## config.mk

```make
export PLATFORM = sky130hd
export DESIGN_NAME = epa_position_acc
export DESIGN_NICKNAME = d
export VERILOG_FILES = /design/src/epa_pkg.sv /design/src/epa_evt_if.sv /design/src/epa_quad_dec.sv /design/src/epa_index_det.sv /design/src/epa_position_acc.sv
export SDC_FILE = /design/constraint.sdc
export NUM_CORES = 1
export LEC_CHECK = 0
export ABC_AREA = 1
export BUFFER_PORTS_ARGS = -buffer_cell sky130_fd_sc_hd__buf_2
export CORE_ASPECT_RATIO = 2
export CORE_MARGIN = 4
export CORE_UTILIZATION = 42
export CTS_BUF_LIST = sky130_fd_sc_hd__clkbuf_4
export CTS_CLUSTER_SIZE = 30
export DETAILED_ROUTE_END_ITERATION = 10
export MAX_ROUTING_LAYER = met4
export PLACE_DENSITY = 0.6
export SLEW_MARGIN = 20
export SYNTH_ARGS = -nofsm -noshare
export SYNTH_HDL_FRONTEND = slang
export SYNTH_SLANG_ARGS = --single-unit
export TNS_END_PERCENT = 10
```

## constraint.sdc

```tcl
create_clock -name clk -period 5.7 [get_ports clk]
set_input_delay 0.285 -clock clk [delete_from_list [all_inputs] [get_ports clk]]
set_output_delay 0.285 -clock clk [all_outputs]
set_load 0.02 [all_outputs]
```

## src/epa_pkg.sv

```systemverilog
package epa_pkg;

  // Register port geometry
  localparam int unsigned ADDR_W = 7;
  localparam int unsigned DATA_W = 32;
  localparam int unsigned CFG_W = 16;
  localparam int unsigned DEV_W = 20;

  // Register offsets
  localparam logic [ADDR_W-1:0] OFS_STEP_FACTOR = 7'h30;
  localparam logic [ADDR_W-1:0] OFS_FLAGS = 7'h31;
  localparam logic [ADDR_W-1:0] OFS_CAPTURE = 7'h32;
  localparam logic [ADDR_W-1:0] OFS_DEV_LIMIT = 7'h33;

  // Reset values
  localparam logic [31:0] RST_STEP_FACTOR = 32'h0001_0000;
  localparam logic [31:0] RST_CAPTURE = 32'h0000_0000;
  localparam logic [DEV_W-1:0] RST_DEV_LIMIT = 20'h0_0000;

  // Flag bit positions
  localparam int unsigned FLG_INDEX = 0;
  localparam int unsigned FLG_DEV = 1;

  // Encoder configuration field positions
  localparam int unsigned CFG_POL_A = 0;
  localparam int unsigned CFG_POL_B = 1;
  localparam int unsigned CFG_POL_N = 2;
  localparam int unsigned CFG_IGNORE_PHASE_POLARITY = 3;
  localparam int unsigned CFG_SENS_LO = 6;
  localparam int unsigned CFG_SENS_HI = 7;
  localparam int unsigned CFG_CLR_ON_IDX = 8;
  localparam int unsigned CFG_DECIMAL = 10;
  localparam int unsigned CFG_SRC_SEL = 11;

  // Index sensitivity encodings
  localparam logic [1:0] SENS_LEVEL = 2'h0;
  localparam logic [1:0] SENS_ACTIVE = 2'h1;
  localparam logic [1:0] SENS_INACTIVE = 2'h2;
  localparam logic [1:0] SENS_BOTH = 2'h3;

  // Fixed-point layout of the accumulator
  localparam int unsigned FRAC_W = 16;
  localparam int unsigned ACC_W = 48;
  localparam logic [15:0] DEC_BASE = 16'h2710;
  localparam logic [15:0] DEC_MAX = 16'h270F;

endpackage : epa_pkg

```

## src/epa_evt_if.sv

```systemverilog
`timescale 1ns/1ps
interface epa_evt_if;
  logic step;
  logic dir;
  logic index;

  // Count source, index source and consumer
  modport count (output step, output dir);
  modport idx (output index);
  modport core (input step, input dir, input index);
endinterface : epa_evt_if

```

## src/epa_quad_dec.sv

```systemverilog
`timescale 1ns/1ps
module epa_quad_dec
  import epa_pkg::*;
(
  // Clock and reset
  input wire logic clk,
  input wire logic nrst,
  // Encoder phases and full-step source
  input wire logic enc_a,
  input wire logic enc_b,
  input wire logic bemf_step,
  input wire logic bemf_dir,
  input wire logic source_sel,
  // Decoded counts
  epa_evt_if.count evt
);

  typedef struct packed {
    logic primed;
    logic a;
    logic b;
    logic step;
    logic dir;
  } epa_quad_t;

  epa_quad_t s_q;
  epa_quad_t s_d;
  logic one_change;

  // One phase change per sample is a count; two at once is noise
  always_comb begin
    s_d = s_q;
    one_change = (enc_a ^ s_q.a) ^ (enc_b ^ s_q.b);
    s_d.a = enc_a;
    s_d.b = enc_b;
    s_d.primed = 1'b1;
    if (source_sel) begin
      s_d.step = s_q.primed & one_change;
      s_d.dir = s_q.a ^ enc_b;
    end else begin
      s_d.step = bemf_step;
      s_d.dir = bemf_dir;
    end
  end

  always_ff @(posedge clk) begin
    if (!nrst) begin
      s_q <= '0;
    end else begin
      s_q <= s_d;
    end
  end

  assign evt.step = s_q.step;
  assign evt.dir = s_q.dir;
endmodule : epa_quad_dec

```

## src/epa_index_det.sv

```systemverilog
`timescale 1ns/1ps
module epa_index_det
  import epa_pkg::*;
(
  // Clock and reset
  input wire logic clk,
  input wire logic nrst,
  // Encoder pins
  input wire logic enc_a,
  input wire logic enc_b,
  input wire logic enc_n,
  // Index configuration
  input wire logic pol_a,
  input wire logic pol_b,
  input wire logic pol_n,
  input wire logic ignore_phase_polarity,
  input wire logic [1:0] sens,
  // Index events
  epa_evt_if.idx evt
);

  typedef struct packed {
    logic match;
    logic event_hit;
  } epa_idx_t;

  epa_idx_t s_q;
  epa_idx_t s_d;
  logic match;

  // Edges are taken on the qualified match, so A/B gating applies too
  always_comb begin
    s_d = s_q;
    match = (enc_n == pol_n) &&
            (ignore_phase_polarity || ((enc_a == pol_a) && (enc_b == pol_b)));
    s_d.match = match;
    case (sens)
      SENS_LEVEL: s_d.event_hit = match;
      SENS_ACTIVE: s_d.event_hit = match & ~s_q.match;
      SENS_INACTIVE: s_d.event_hit = ~match & s_q.match;
      SENS_BOTH: s_d.event_hit = match ^ s_q.match;
      default: s_d.event_hit = 1'b0;
    endcase
  end

  always_ff @(posedge clk) begin
    if (!nrst) begin
      s_q <= '0;
    end else begin
      s_q <= s_d;
    end
  end

  assign evt.index = s_q.event_hit;
endmodule : epa_index_det

```

## src/epa_position_acc.sv

```systemverilog
// Behaviour
// - The step factor is a signed 32-bit word, 16 integer and 16 fraction bits.
// - After reset the step factor reads 0x00010000, one count per encoder step.
// - A configuration bit picks binary or decimal scaling of the fraction.
// - Each count adds or subtracts the factor; software picks its sign.
// - An index event sets sticky flag bit 0, cleared by writing one.
// - An index event copies the position into a read-only capture register.
// - Flag bit 1 is set when position and ramp position differ beyond a limit.
// - With the full-step source the deviation is measured against zero.
// - The deviation flag only clears by write-one once the condition is gone.
// - A deviation limit of zero, the reset value, turns the check off.
// - Binary fractions count in 1/65536, decimal fractions in 1/10000.
// - With clear-on-index set the position is zeroed at the capturing event.
// - A two-bit field sets level, active, inactive or both-edge indexing.
// - An index needs N, A and B at their polarities unless A/B is ignored.
`timescale 1ns/1ps
module epa_position_acc
  import epa_pkg::*;
(
  // Clock and reset
  input wire logic clk,
  input wire logic nrst,
  // Register port
  input wire logic reg_wr,
  input wire logic reg_rd,
  input wire logic [ADDR_W-1:0] reg_addr,
  input wire logic [DATA_W-1:0] reg_wdata,
  output logic [DATA_W-1:0] reg_rdata,
  output logic reg_rvalid,
  // Encoder configuration word
  input wire logic [CFG_W-1:0] encoder_config,
  // Encoder pins and full-step source
  input wire logic enc_a,
  input wire logic enc_b,
  input wire logic enc_n,
  input wire logic bemf_step,
  input wire logic bemf_dir,
  // Ramp generator
  input wire logic [31:0] ramp_actual_position,
  // Status
  output logic [31:0] enc_position,
  output logic n_event,
  output logic deviation_warn
);

  typedef struct packed {
    logic [ACC_W-1:0] acc;
    logic [31:0] factor;
    logic [31:0] capture;
    logic [DEV_W-1:0] limit;
    logic idx_flag;
    logic dev_flag;
    logic [DATA_W-1:0] rdata;
    logic rvalid;
  } epa_core_t;

  epa_core_t s_q;
  epa_core_t s_d;
  epa_evt_if evt ();

  logic decimal;
  logic src_incr;
  logic clr_on_idx;
  logic dev_cond;
  logic flags_clr_idx;
  logic flags_clr_dev;
  logic [31:0] dev_ref;

  // Binary step: plain two's complement add of the sign-extended factor
  function automatic logic [ACC_W-1:0] bin_step(
    input logic [ACC_W-1:0] acc,
    input logic [31:0] f,
    input logic down
  );
    logic [ACC_W-1:0] ext;
    ext = {{(ACC_W-32){f[31]}}, f};
    bin_step = down ? (acc - ext) : (acc + ext);
  endfunction : bin_step

  // Decimal step: sign and magnitude, fraction wraps at 10000 ten-thousandths, one whole count
  function automatic logic [ACC_W-1:0] dec_step(
    input logic [ACC_W-1:0] acc,
    input logic [31:0] f,
    input logic down
  );
    logic sub;
    logic [31:0] mag;
    logic [15:0] fr;
    logic [31:0] ip;
    logic [31:0] ni;
    logic [15:0] nf;
    logic [16:0] t;
    sub = f[31] ^ down;
    mag = f[31] ? (~f + 32'h0000_0001) : f;
    fr = (mag[15:0] > DEC_MAX) ? DEC_MAX : mag[15:0];
    ip = {16'h0000, mag[31:16]};
    if (!sub) begin
      t = {1'b0, acc[FRAC_W-1:0]} + {1'b0, fr};
      if (t >= {1'b0, DEC_BASE}) begin
        nf = t[15:0] - DEC_BASE;
        ni = acc[ACC_W-1:FRAC_W] + ip + 32'h0000_0001;
      end else begin
        nf = t[15:0];
        ni = acc[ACC_W-1:FRAC_W] + ip;
      end
    end else begin
      t = {1'b0, acc[FRAC_W-1:0]} - {1'b0, fr};
      if (t[16]) begin
        nf = t[15:0] + DEC_BASE;
        ni = acc[ACC_W-1:FRAC_W] - ip - 32'h0000_0001;
      end else begin
        nf = t[15:0];
        ni = acc[ACC_W-1:FRAC_W] - ip;
      end
    end
    dec_step = {ni, nf};
  endfunction : dec_step

  // Magnitude of a signed difference, kept unsigned so -2^31 still fits
  function automatic logic [31:0] abs_diff(
    input logic [31:0] a,
    input logic [31:0] b
  );
    logic [31:0] d;
    d = a - b;
    abs_diff = d[31] ? (~d + 32'h0000_0001) : d;
  endfunction : abs_diff

  // Configuration decode
  assign decimal = encoder_config[CFG_DECIMAL];
  assign src_incr = encoder_config[CFG_SRC_SEL];
  assign clr_on_idx = encoder_config[CFG_CLR_ON_IDX];

  epa_quad_dec u_quad (
    .clk(clk),
    .nrst(nrst),
    .enc_a(enc_a),
    .enc_b(enc_b),
    .bemf_step(bemf_step),
    .bemf_dir(bemf_dir),
    .source_sel(src_incr),
    .evt(evt.count)
  );

  epa_index_det u_index (
    .clk(clk),
    .nrst(nrst),
    .enc_a(enc_a),
    .enc_b(enc_b),
    .enc_n(enc_n),
    .pol_a(encoder_config[CFG_POL_A]),
    .pol_b(encoder_config[CFG_POL_B]),
    .pol_n(encoder_config[CFG_POL_N]),
    .ignore_phase_polarity(encoder_config[CFG_IGNORE_PHASE_POLARITY]),
    .sens(encoder_config[CFG_SENS_HI:CFG_SENS_LO]),
    .evt(evt.idx)
  );

  // Deviation against ramp position, or zero for the full-step source
  assign dev_ref = src_incr ? ramp_actual_position : 32'h0000_0000;
  assign dev_cond = (s_q.limit != RST_DEV_LIMIT) &&
    (abs_diff(s_q.acc[ACC_W-1:FRAC_W], dev_ref) >
     {{(32-DEV_W){1'b0}}, s_q.limit});

  // Write-one clears on the flags register
  assign flags_clr_idx = reg_wr && (reg_addr == OFS_FLAGS) &&
    reg_wdata[FLG_INDEX];
  assign flags_clr_dev = reg_wr && (reg_addr == OFS_FLAGS) &&
    reg_wdata[FLG_DEV];

  // Next state; an index clear takes priority over a count in the same cycle
  always_comb begin
    s_d = s_q;
    s_d.rvalid = reg_rd;
    if (evt.step) begin
      if (decimal) begin
        s_d.acc = dec_step(s_q.acc, s_q.factor, ~evt.dir);
      end else begin
        s_d.acc = bin_step(s_q.acc, s_q.factor, ~evt.dir);
      end
    end
    if (evt.index) begin
      s_d.capture = s_q.acc[ACC_W-1:FRAC_W];
      if (clr_on_idx) begin
        s_d.acc = '0;
      end
    end
    // Set wins over clear so an event in the clearing cycle survives
    s_d.idx_flag = evt.index | (s_q.idx_flag & ~flags_clr_idx);
    s_d.dev_flag = dev_cond | (s_q.dev_flag & ~flags_clr_dev);
    if (reg_wr) begin
      case (reg_addr)
        OFS_STEP_FACTOR: s_d.factor = reg_wdata;
        OFS_DEV_LIMIT: s_d.limit = reg_wdata[DEV_W-1:0];
        default: s_d.factor = s_d.factor;
      endcase
    end
    if (reg_rd) begin
      case (reg_addr)
        OFS_STEP_FACTOR: s_d.rdata = s_q.factor;
        OFS_FLAGS: s_d.rdata = {30'h0, s_q.dev_flag, s_q.idx_flag};
        OFS_CAPTURE: s_d.rdata = s_q.capture;
        OFS_DEV_LIMIT: s_d.rdata = {{(32-DEV_W){1'b0}}, s_q.limit};
        default: s_d.rdata = 32'h0000_0000;
      endcase
    end
  end

  // State register with reset defaults
  always_ff @(posedge clk) begin
    if (!nrst) begin
      s_q.acc <= '0;
      s_q.factor <= RST_STEP_FACTOR;
      s_q.capture <= RST_CAPTURE;
      s_q.limit <= RST_DEV_LIMIT;
      s_q.idx_flag <= 1'b0;
      s_q.dev_flag <= 1'b0;
      s_q.rdata <= 32'h0000_0000;
      s_q.rvalid <= 1'b0;
    end else begin
      s_q <= s_d;
    end
  end

  // Outputs, all from flip-flops; only the integer part is visible
  assign enc_position = s_q.acc[ACC_W-1:FRAC_W];
  assign n_event = s_q.idx_flag;
  assign deviation_warn = s_q.dev_flag;
  assign reg_rdata = s_q.rdata;
  assign reg_rvalid = s_q.rvalid;
endmodule : epa_position_acc

```

Yosys cells after proc, flatten, opt, wreduce, memory -nomap -nowiden
Index checks and enable logic that the tools add are counted.
- word-level logic and storage cells: 91
- input port bits: 96
- output and inout port bits: 67
- flip-flop bits (word level): 174
- eq/ne operators: 10
- add/sub/neg operators: 13
- reduce and logical (&&, ||, !) cells: 11
- magnitude comparators: 3
- bitwise gates (word level): 20
- muxes and demuxes: 19
- operator list (cell ; number):
    two-way mux 48 bit ; 5
    two-way mux 32 bit ; 6
    case mux 32 bit (4 select lines) ; 1
    adder 32 x 1 -> 32 bit (second input constant) ; 3
    two-way mux 16 bit ; 4
    inverter 32 bit ; 2
    adder 48 bit ; 1
    subtractor 48 bit ; 1
    adder 32 x 16 -> 32 bit ; 1
    > comparator 32 x 20 -> 1 bit ; 1
    subtractor 32 x 1 -> 32 bit (second input constant) ; 1
    subtractor 32 x 16 -> 32 bit ; 1
    subtractor 32 bit ; 1
    == test 7 x 6 -> 1 bit (second input constant) ; 4
    nonzero test 20 bit ; 1
    adder 16 x 16 -> 17 bit ; 1
    greater-or-equal comparator 17 x 14 -> 1 bit (second input constant) ; 1
    subtractor 16 x 16 -> 17 bit ; 1
    adder 16 x 14 -> 16 bit (second input constant) ; 1
    > comparator 16 x 14 -> 1 bit (second input constant) ; 1
    subtractor 16 x 14 -> 16 bit (second input constant) ; 1
    logical AND 1 bit ; 6
    XOR 1 bit ; 6
    AND 1 bit ; 5
    other kinds (11) ; 20

Logic depth before layout (Yosys ltp)
- word-level depth: 13
- mapped depth: 44
- gate-level depth less buffers: 43

By module
From an unflattened synthesis, not the netlist that was laid out.
- cell total of the unflattened synthesis: 4597
- area, all modules: 25172.9 um^2
- modules (own cells, without submodules) (module ; cells an instance ; area an instance (um^2) ; instances ; seq. area each (um^2)):
    epa_position_acc ; 4525 ; 24727.5 ; 1 ; 3343.2
    epa_quad_dec ; 39 ; 245.2 ; 1 ; 100.1
    epa_index_det ; 33 ; 200.2 ; 1 ; 40.0

Worst setup path after synthesis
No wires, ideal clock.
- path kind: input port to flip-flop
- start: input port encoder_config[11]
- end: register s_q (netlist bit deviation_warn)
- buffers on the path: 5
- setup time: 0.132 ns
- slack: 1.215 ns
- arrival: 4.353 ns
- required time: 5.568 ns
- cell stages on the path: 35
- cells stage by stage: clkbuf_1 clkbuf_1 nand2_1 ha_1 buf_4 a21oi_2 nand2_1 nand2_1 nand2_1 nand2_1 nand2_1 nand2_1 nand3_1 nand2_1 buf_2 buf_2 inv_1 nor2_1 xnor2_1 inv_1 ha_1 nand2_1 inv_1 a221oi_1 nor2_1 o21ai_0 nand2_1 a21oi_1 nor2_1 nor2_1 nand3_1 nor2_1 nand2_1 o21bai_1 a21oi_1
- cells in the longest elaborated chain, start to end: 8
- RTL lines (item ; line ; RTL):
    from (decl) ; epa_position_acc.sv:31 ; input wire logic [CFG_W-1:0] encoder_config,
    two-way mux 32 bit * ; epa_position_acc.sv:160 ; assign dev_ref = src_incr ? ramp_actual_position : 32'h0000_0000;
    subtractor 32 bit * ; epa_position_acc.sv:125 ; d = a - b;
    inverter 32 bit ; epa_position_acc.sv:126 ; abs_diff = d[31] ? (~d + 32'h0000_0001) : d;
    adder 32 x 1 -> 32 bit ; epa_position_acc.sv:126 ;
    two-way mux 32 bit * ; epa_position_acc.sv:126 ;
    > comparator 32 x 20 -> 1 bit * ; epa_position_acc.sv:162 ; (abs_diff(s_q.acc[ACC_W-1:FRAC_W], dev_ref) >
    logical AND 1 bit * ; epa_position_acc.sv:161 ; assign dev_cond = (s_q.limit != RST_DEV_LIMIT) &&
    OR 1 bit * ; epa_position_acc.sv:190 ; s_d.dev_flag = dev_cond | (s_q.dev_flag & ~flags_clr_dev);
    to (decl) ; epa_position_acc.sv:57 ; epa_core_t s_q;
Mark *: on every way between the ends. The rest lies on a longest branch, timed or not.
A chain may end at the register's enable or synchronous reset.

Worst setup path in the final report
- start: register s_q[106] in the netlist's numbering
- end: register s_q (netlist bit enc_position[26])
- cells in the longest elaborated chain, start to end: 11
- elaborated cells between the ends (all ways): 17
- those cells by class: add/sub (7); mux (9); bitwise (1)
- RTL lines (item ; line ; RTL):
    inverter 32 bit ; epa_position_acc.sv:94 ; mag = f[31] ? (~f + 32'h0000_0001) : f;
    adder 32 x 1 -> 32 bit ; epa_position_acc.sv:94 ;
    two-way mux 32 bit ; epa_position_acc.sv:94 ;
    adder 32 x 16 -> 32 bit or subtractor 32 x 16 -> 32 bit (tied branches) ; - ;
    adder 32 x 1 -> 32 bit or subtractor 32 x 1 -> 32 bit (tied branches) ; epa_position_acc.sv:101, epa_position_acc.sv:110 ;
    two-way mux 32 bit, on equally long branches ; epa_position_acc.sv:99, epa_position_acc.sv:108 ;
    two-way mux 32 bit ; epa_position_acc.sv:97 ; if (!sub) begin
    two-way mux 48 bit * ; epa_position_acc.sv:176 ; if (decimal) begin
    two-way mux 48 bit * ; epa_position_acc.sv:175 ; if (evt.step) begin
    two-way mux 48 bit ; epa_position_acc.sv:184 ; if (clr_on_idx) begin
    two-way mux 48 bit * ; epa_position_acc.sv:182 ; if (evt.index) begin
Marked as above.

==> flow_summary.json <==
{
  "path_class": "register to register",
  "cts_made_buffers": 25,
  "fillCellCount": 6471,
  "yosysUniqueCellTypes": 67,
  "numClockSinks": 174,
  "wirelength_mm": 106.3,
  "slowest_stage": "ha_1",
  "setup_viol": 0,
  "syn_inst": 4288,
  "fmax_ghz": 0.1861,
  "routabilityCongestion": 1.032,
  "irDropWorstVdd_mv": 0.2232,
  "final_util_pct": 47.81,
  "die_w_um": 177.8,
  "fp.dieH_um": 347.6,
  "drtIter0Drc": 1932,
  "setup_tns_ns": 0,
  "drt-pass1-iter-count": 5,
  "cts_max_level": 4,
  "setup_slack_ns": 0.3271,
  "gr-total-overflow": 0,
  "postSynthAreaPerCell_um2": 5.647,
  "clock-skew-final_ns": 0.07836,
  "p_sw_mw": 3.043,
  "finalHoldViolations": 0,
  "cap_violations": 0,
  "status": "completed",
  "drive_gt1_share_pct": 13.03,
  "whs_ns": 0.08910,
  "seq_area_frac_synth_pct": 14.39,
  "combPwrFrac_pct": 64.4,
  "p_sw_share_pct": 52.57,
  "min_path_cells": 4,
  "start_util_pct": 42.41,
  "worst_path_most_repeated_cell": "nand2_1",
  "max_slew_margin_pct": 28.60,
  "routedWlPerCell_um": 20.16,
  "leakage_nw": 14.07,
  "ys_seq_elements": 174,
  "avgViaCountPerCell": 5.446,
  "finalMaxSlewViolations": 0,
  "post-route-min-period_ns": 5.373,
  "clkLatencyLatePin_ns": 0.71,
  "grt_use_total_pct": 34.06,
  "pre_cts_slack_ns": 0.1703,
  "area_delta_synth_final_pct": 12.74,
  "dp_cells": 5189,
  "cp-start-kind": "register",
  "tightest_slew_ns": 1.070,
  "rows": 124,
  "p_int_mw": 2.746,
  "ant_nets": 0,
  "fin_cells": 5271,
  "clkPwrFrac_pct": 12.7,
  "rr_worst_depth": 32,
  "path_clk_slew_ns": 0.19,
  "grt_pass1_vias": 27844,
  "port_buffers": 155,
  "die-area_mm2": 0.06179,
  "dpl.hpwl_mm": 88.36,
  "grt_max_degree": 91,
  "grt_pass1_wl_mm": 157.0,
  "syn-cell-area_mm2": 0.02421,
  "yosysWarnings": 0,
  "worstPathMaxFanout": 9,
  "cts_tree": "yes",
  "hold_path.class": "input pin to register",
  "finish.net_count": 4788,
  "required_ns": 6.30,
  "pwr_density_cell_mw_per_mm2": 212.0,
  "antenna_found_initial": 1,
  "cts_max_path_buffers": 3,
  "post-route-period-util_pct": 94.26,
  "critPathCaptureType": "register",
  "root_buffer": "clkbuf_4",
  "io_pins": 163,
  "drc_errors": 0,
  "vias": 28705,
  "seq_power_share_pct": 22.9,
  "cp.arrival_ns": 5.97,
  "max_stage_delay_ns": 0.54,
  "core_mm2": 0.05709
}
==> worst paths after layout <==
check,startpoint,to,slack [ns]
worst min-delay path,encoder_config[11],u_quad.evt.dir$_SDFF_PN0_,0.09
worst min register to register,reg_rdata[22]$_SDFFE_PN0P_,reg_rdata[22]$_SDFFE_PN0P_,0.47
worst max register to register,s_q[106]$_SDFFE_PN0P_,enc_position[26]$_SDFF_PN0_,0.33
worst max-delay path,s_q[106]$_SDFFE_PN0P_,enc_position[26]$_SDFF_PN0_,0.33
==> power by group through the flow <==
stage | Combinational, mW | Sequential (mW) | Clock (mW)
5_1_grt | 4.12 | 1.33 | 0.801
6_report | 3.73 | 1.32 | 0.736
3_5_place_dp | 3.62 | 1.35 | 0
3_3_place_gp | 3.61 | 1.35 | 0
2_1_floorplan | 2.49 | 1.34 | 0
4_1_cts | 3.66 | 1.32 | 0.758
==> area by class of cell <==
cell class              instances  area [µm²]  area share (%)
multi-input cells            3308       17540           64.25
clock inverters                 6       58.81          0.2154
inverters                     599        2258           8.273
well taps                     756       945.9           3.465
repair buffers                401        2810           10.29
diodes                          1       2.502        0.009167
flip-flops and latches        174        3488           12.78
clock buffers                  26       195.2          0.7150
==> Yosys cell counts, drive strengths merged <==
cell type     n  area [µm²]
nand2      1254        4817
inv         598        2255
nor2        454        1809
a21oi       337        1750
o21ai       321        1610
nand3       317        1657
ha          177        2215
dfxtp       174        3483
buf         119       839.6
xor2         93       900.9
clkbuf       90       337.8
nand4        68       440.4
nor3         60       351.6
a31oi        30       187.7
xnor2        27       236.5
nor4         24       156.4
o211ai       23       177.7
o21bai       16       123.9
nand3b       15       112.6
o221ai       14       122.6
a21o         10       75.07
or2          10       62.57
and2          7       43.79
o21a          7       52.55
fa            6       120.1
o31ai         6       45.04
a22o          5       43.79
and3          5       31.28
a21boi        3       22.52
o2111ai       3       26.28
o311ai        3       26.28
conb          2       7.510
o22ai         2       12.51
a211oi        1       7.510
a221oi        1       8.760
a31o          1       8.760
a41oi         1       8.760
and3b         1       8.760
clkinv        1       3.750
nor3b         1       7.510
or3           1       6.260
==> through the flow <==
| step | total power, mW | area, µm² |
|---|---|---|
| finish | 5.788 | 27300 |
| global route | 6.252 | 27300 |
| CTS | 5.744 | 27050 |
| detailed placement | 4.971 | 26320 |
| global placement | 4.954 | 26320 |
| floorplan | 3.839 | 24220 |
==> cells by family (layout without fill, tap and decap cells) <==
group | count (synthesis) | count (layout) | share of synthesized area (%)
adders and majority gates | 183 | 183 | 9.642
and+or+nand+nor | 2217 | 2217 | 39.25
other | 2 | 5 | 0.03102
AOI/OAI and AO/OA | 784 | 784 | 17.80
DFF | 174 | 174 | 14.39
buffers and inverters | 808 | 1032 | 14.19
xor gates and xnor gates | 120 | 120 | 4.697
==> per-layer routing <==
layer  track usage (%)  routed length (µm)
met5                 -                   0
met2             61.01               54560
met4             25.27                9734
met1             33.94               37070
met3             2.792                4884
==> worst max-delay path: cells and delay by family (launching register included) <==
| kind | cells | cell delay [ns] |
|---|---|---|
| compound gates | 4 | 0.75 |
| fa+ha+maj | 1 | 0.54 |
| xor+xnor | 1 | 0.17 |
| buf+inv | 7 | 0.85 |
| simple gates | 19 | 2.61 |
| flops | 1 | 0.36 |
==> layout by cell type (no fill, tap or decap), drive strengths merged, types with 2 or more instances in the layout <==
cell type and n:
xor2 93, and3 5, and2 7, o22ai 2, dlygate4sd3 47, nand2 1254, conb 4, ha 177
a22o 5, nor2 454, a21o 10, nand3 317, nor4 24, o311ai 3, buf 354, a31oi 30
xnor2 27, a21oi 337, or2 10, dfxtp 174, a21boi 3, o31ai 6, fa 6, o221ai 14
clkinv 4, o21bai 16, inv 599, clkbuf 26, nor3 60, nand3b 15, nand4 68, o21a 7
o211ai 23, o2111ai 3, o21ai 321
==> state kept, by name, summed over array words and instances, names as in the netlist <==
name	flops
deviation_warn	1
enc_position	32
n_event	1
reg_rdata	32
reg_rvalid	1
s_q	100
u_index.evt.index	1
u_index.s_q	1
u_quad.evt.dir	1
u_quad.evt.step	1
u_quad.s_q	3
==> timing repair <==
item                                    4_1_cts  5_1_grt
endpoints found under the setup margin        0       44
buffers inserted                              0        2
hold buffers                                 47        0
endpoints found under the hold margin        60        0
gates resized for setup                       0       83
Note: power is estimated with default switching activity, not from simulation.
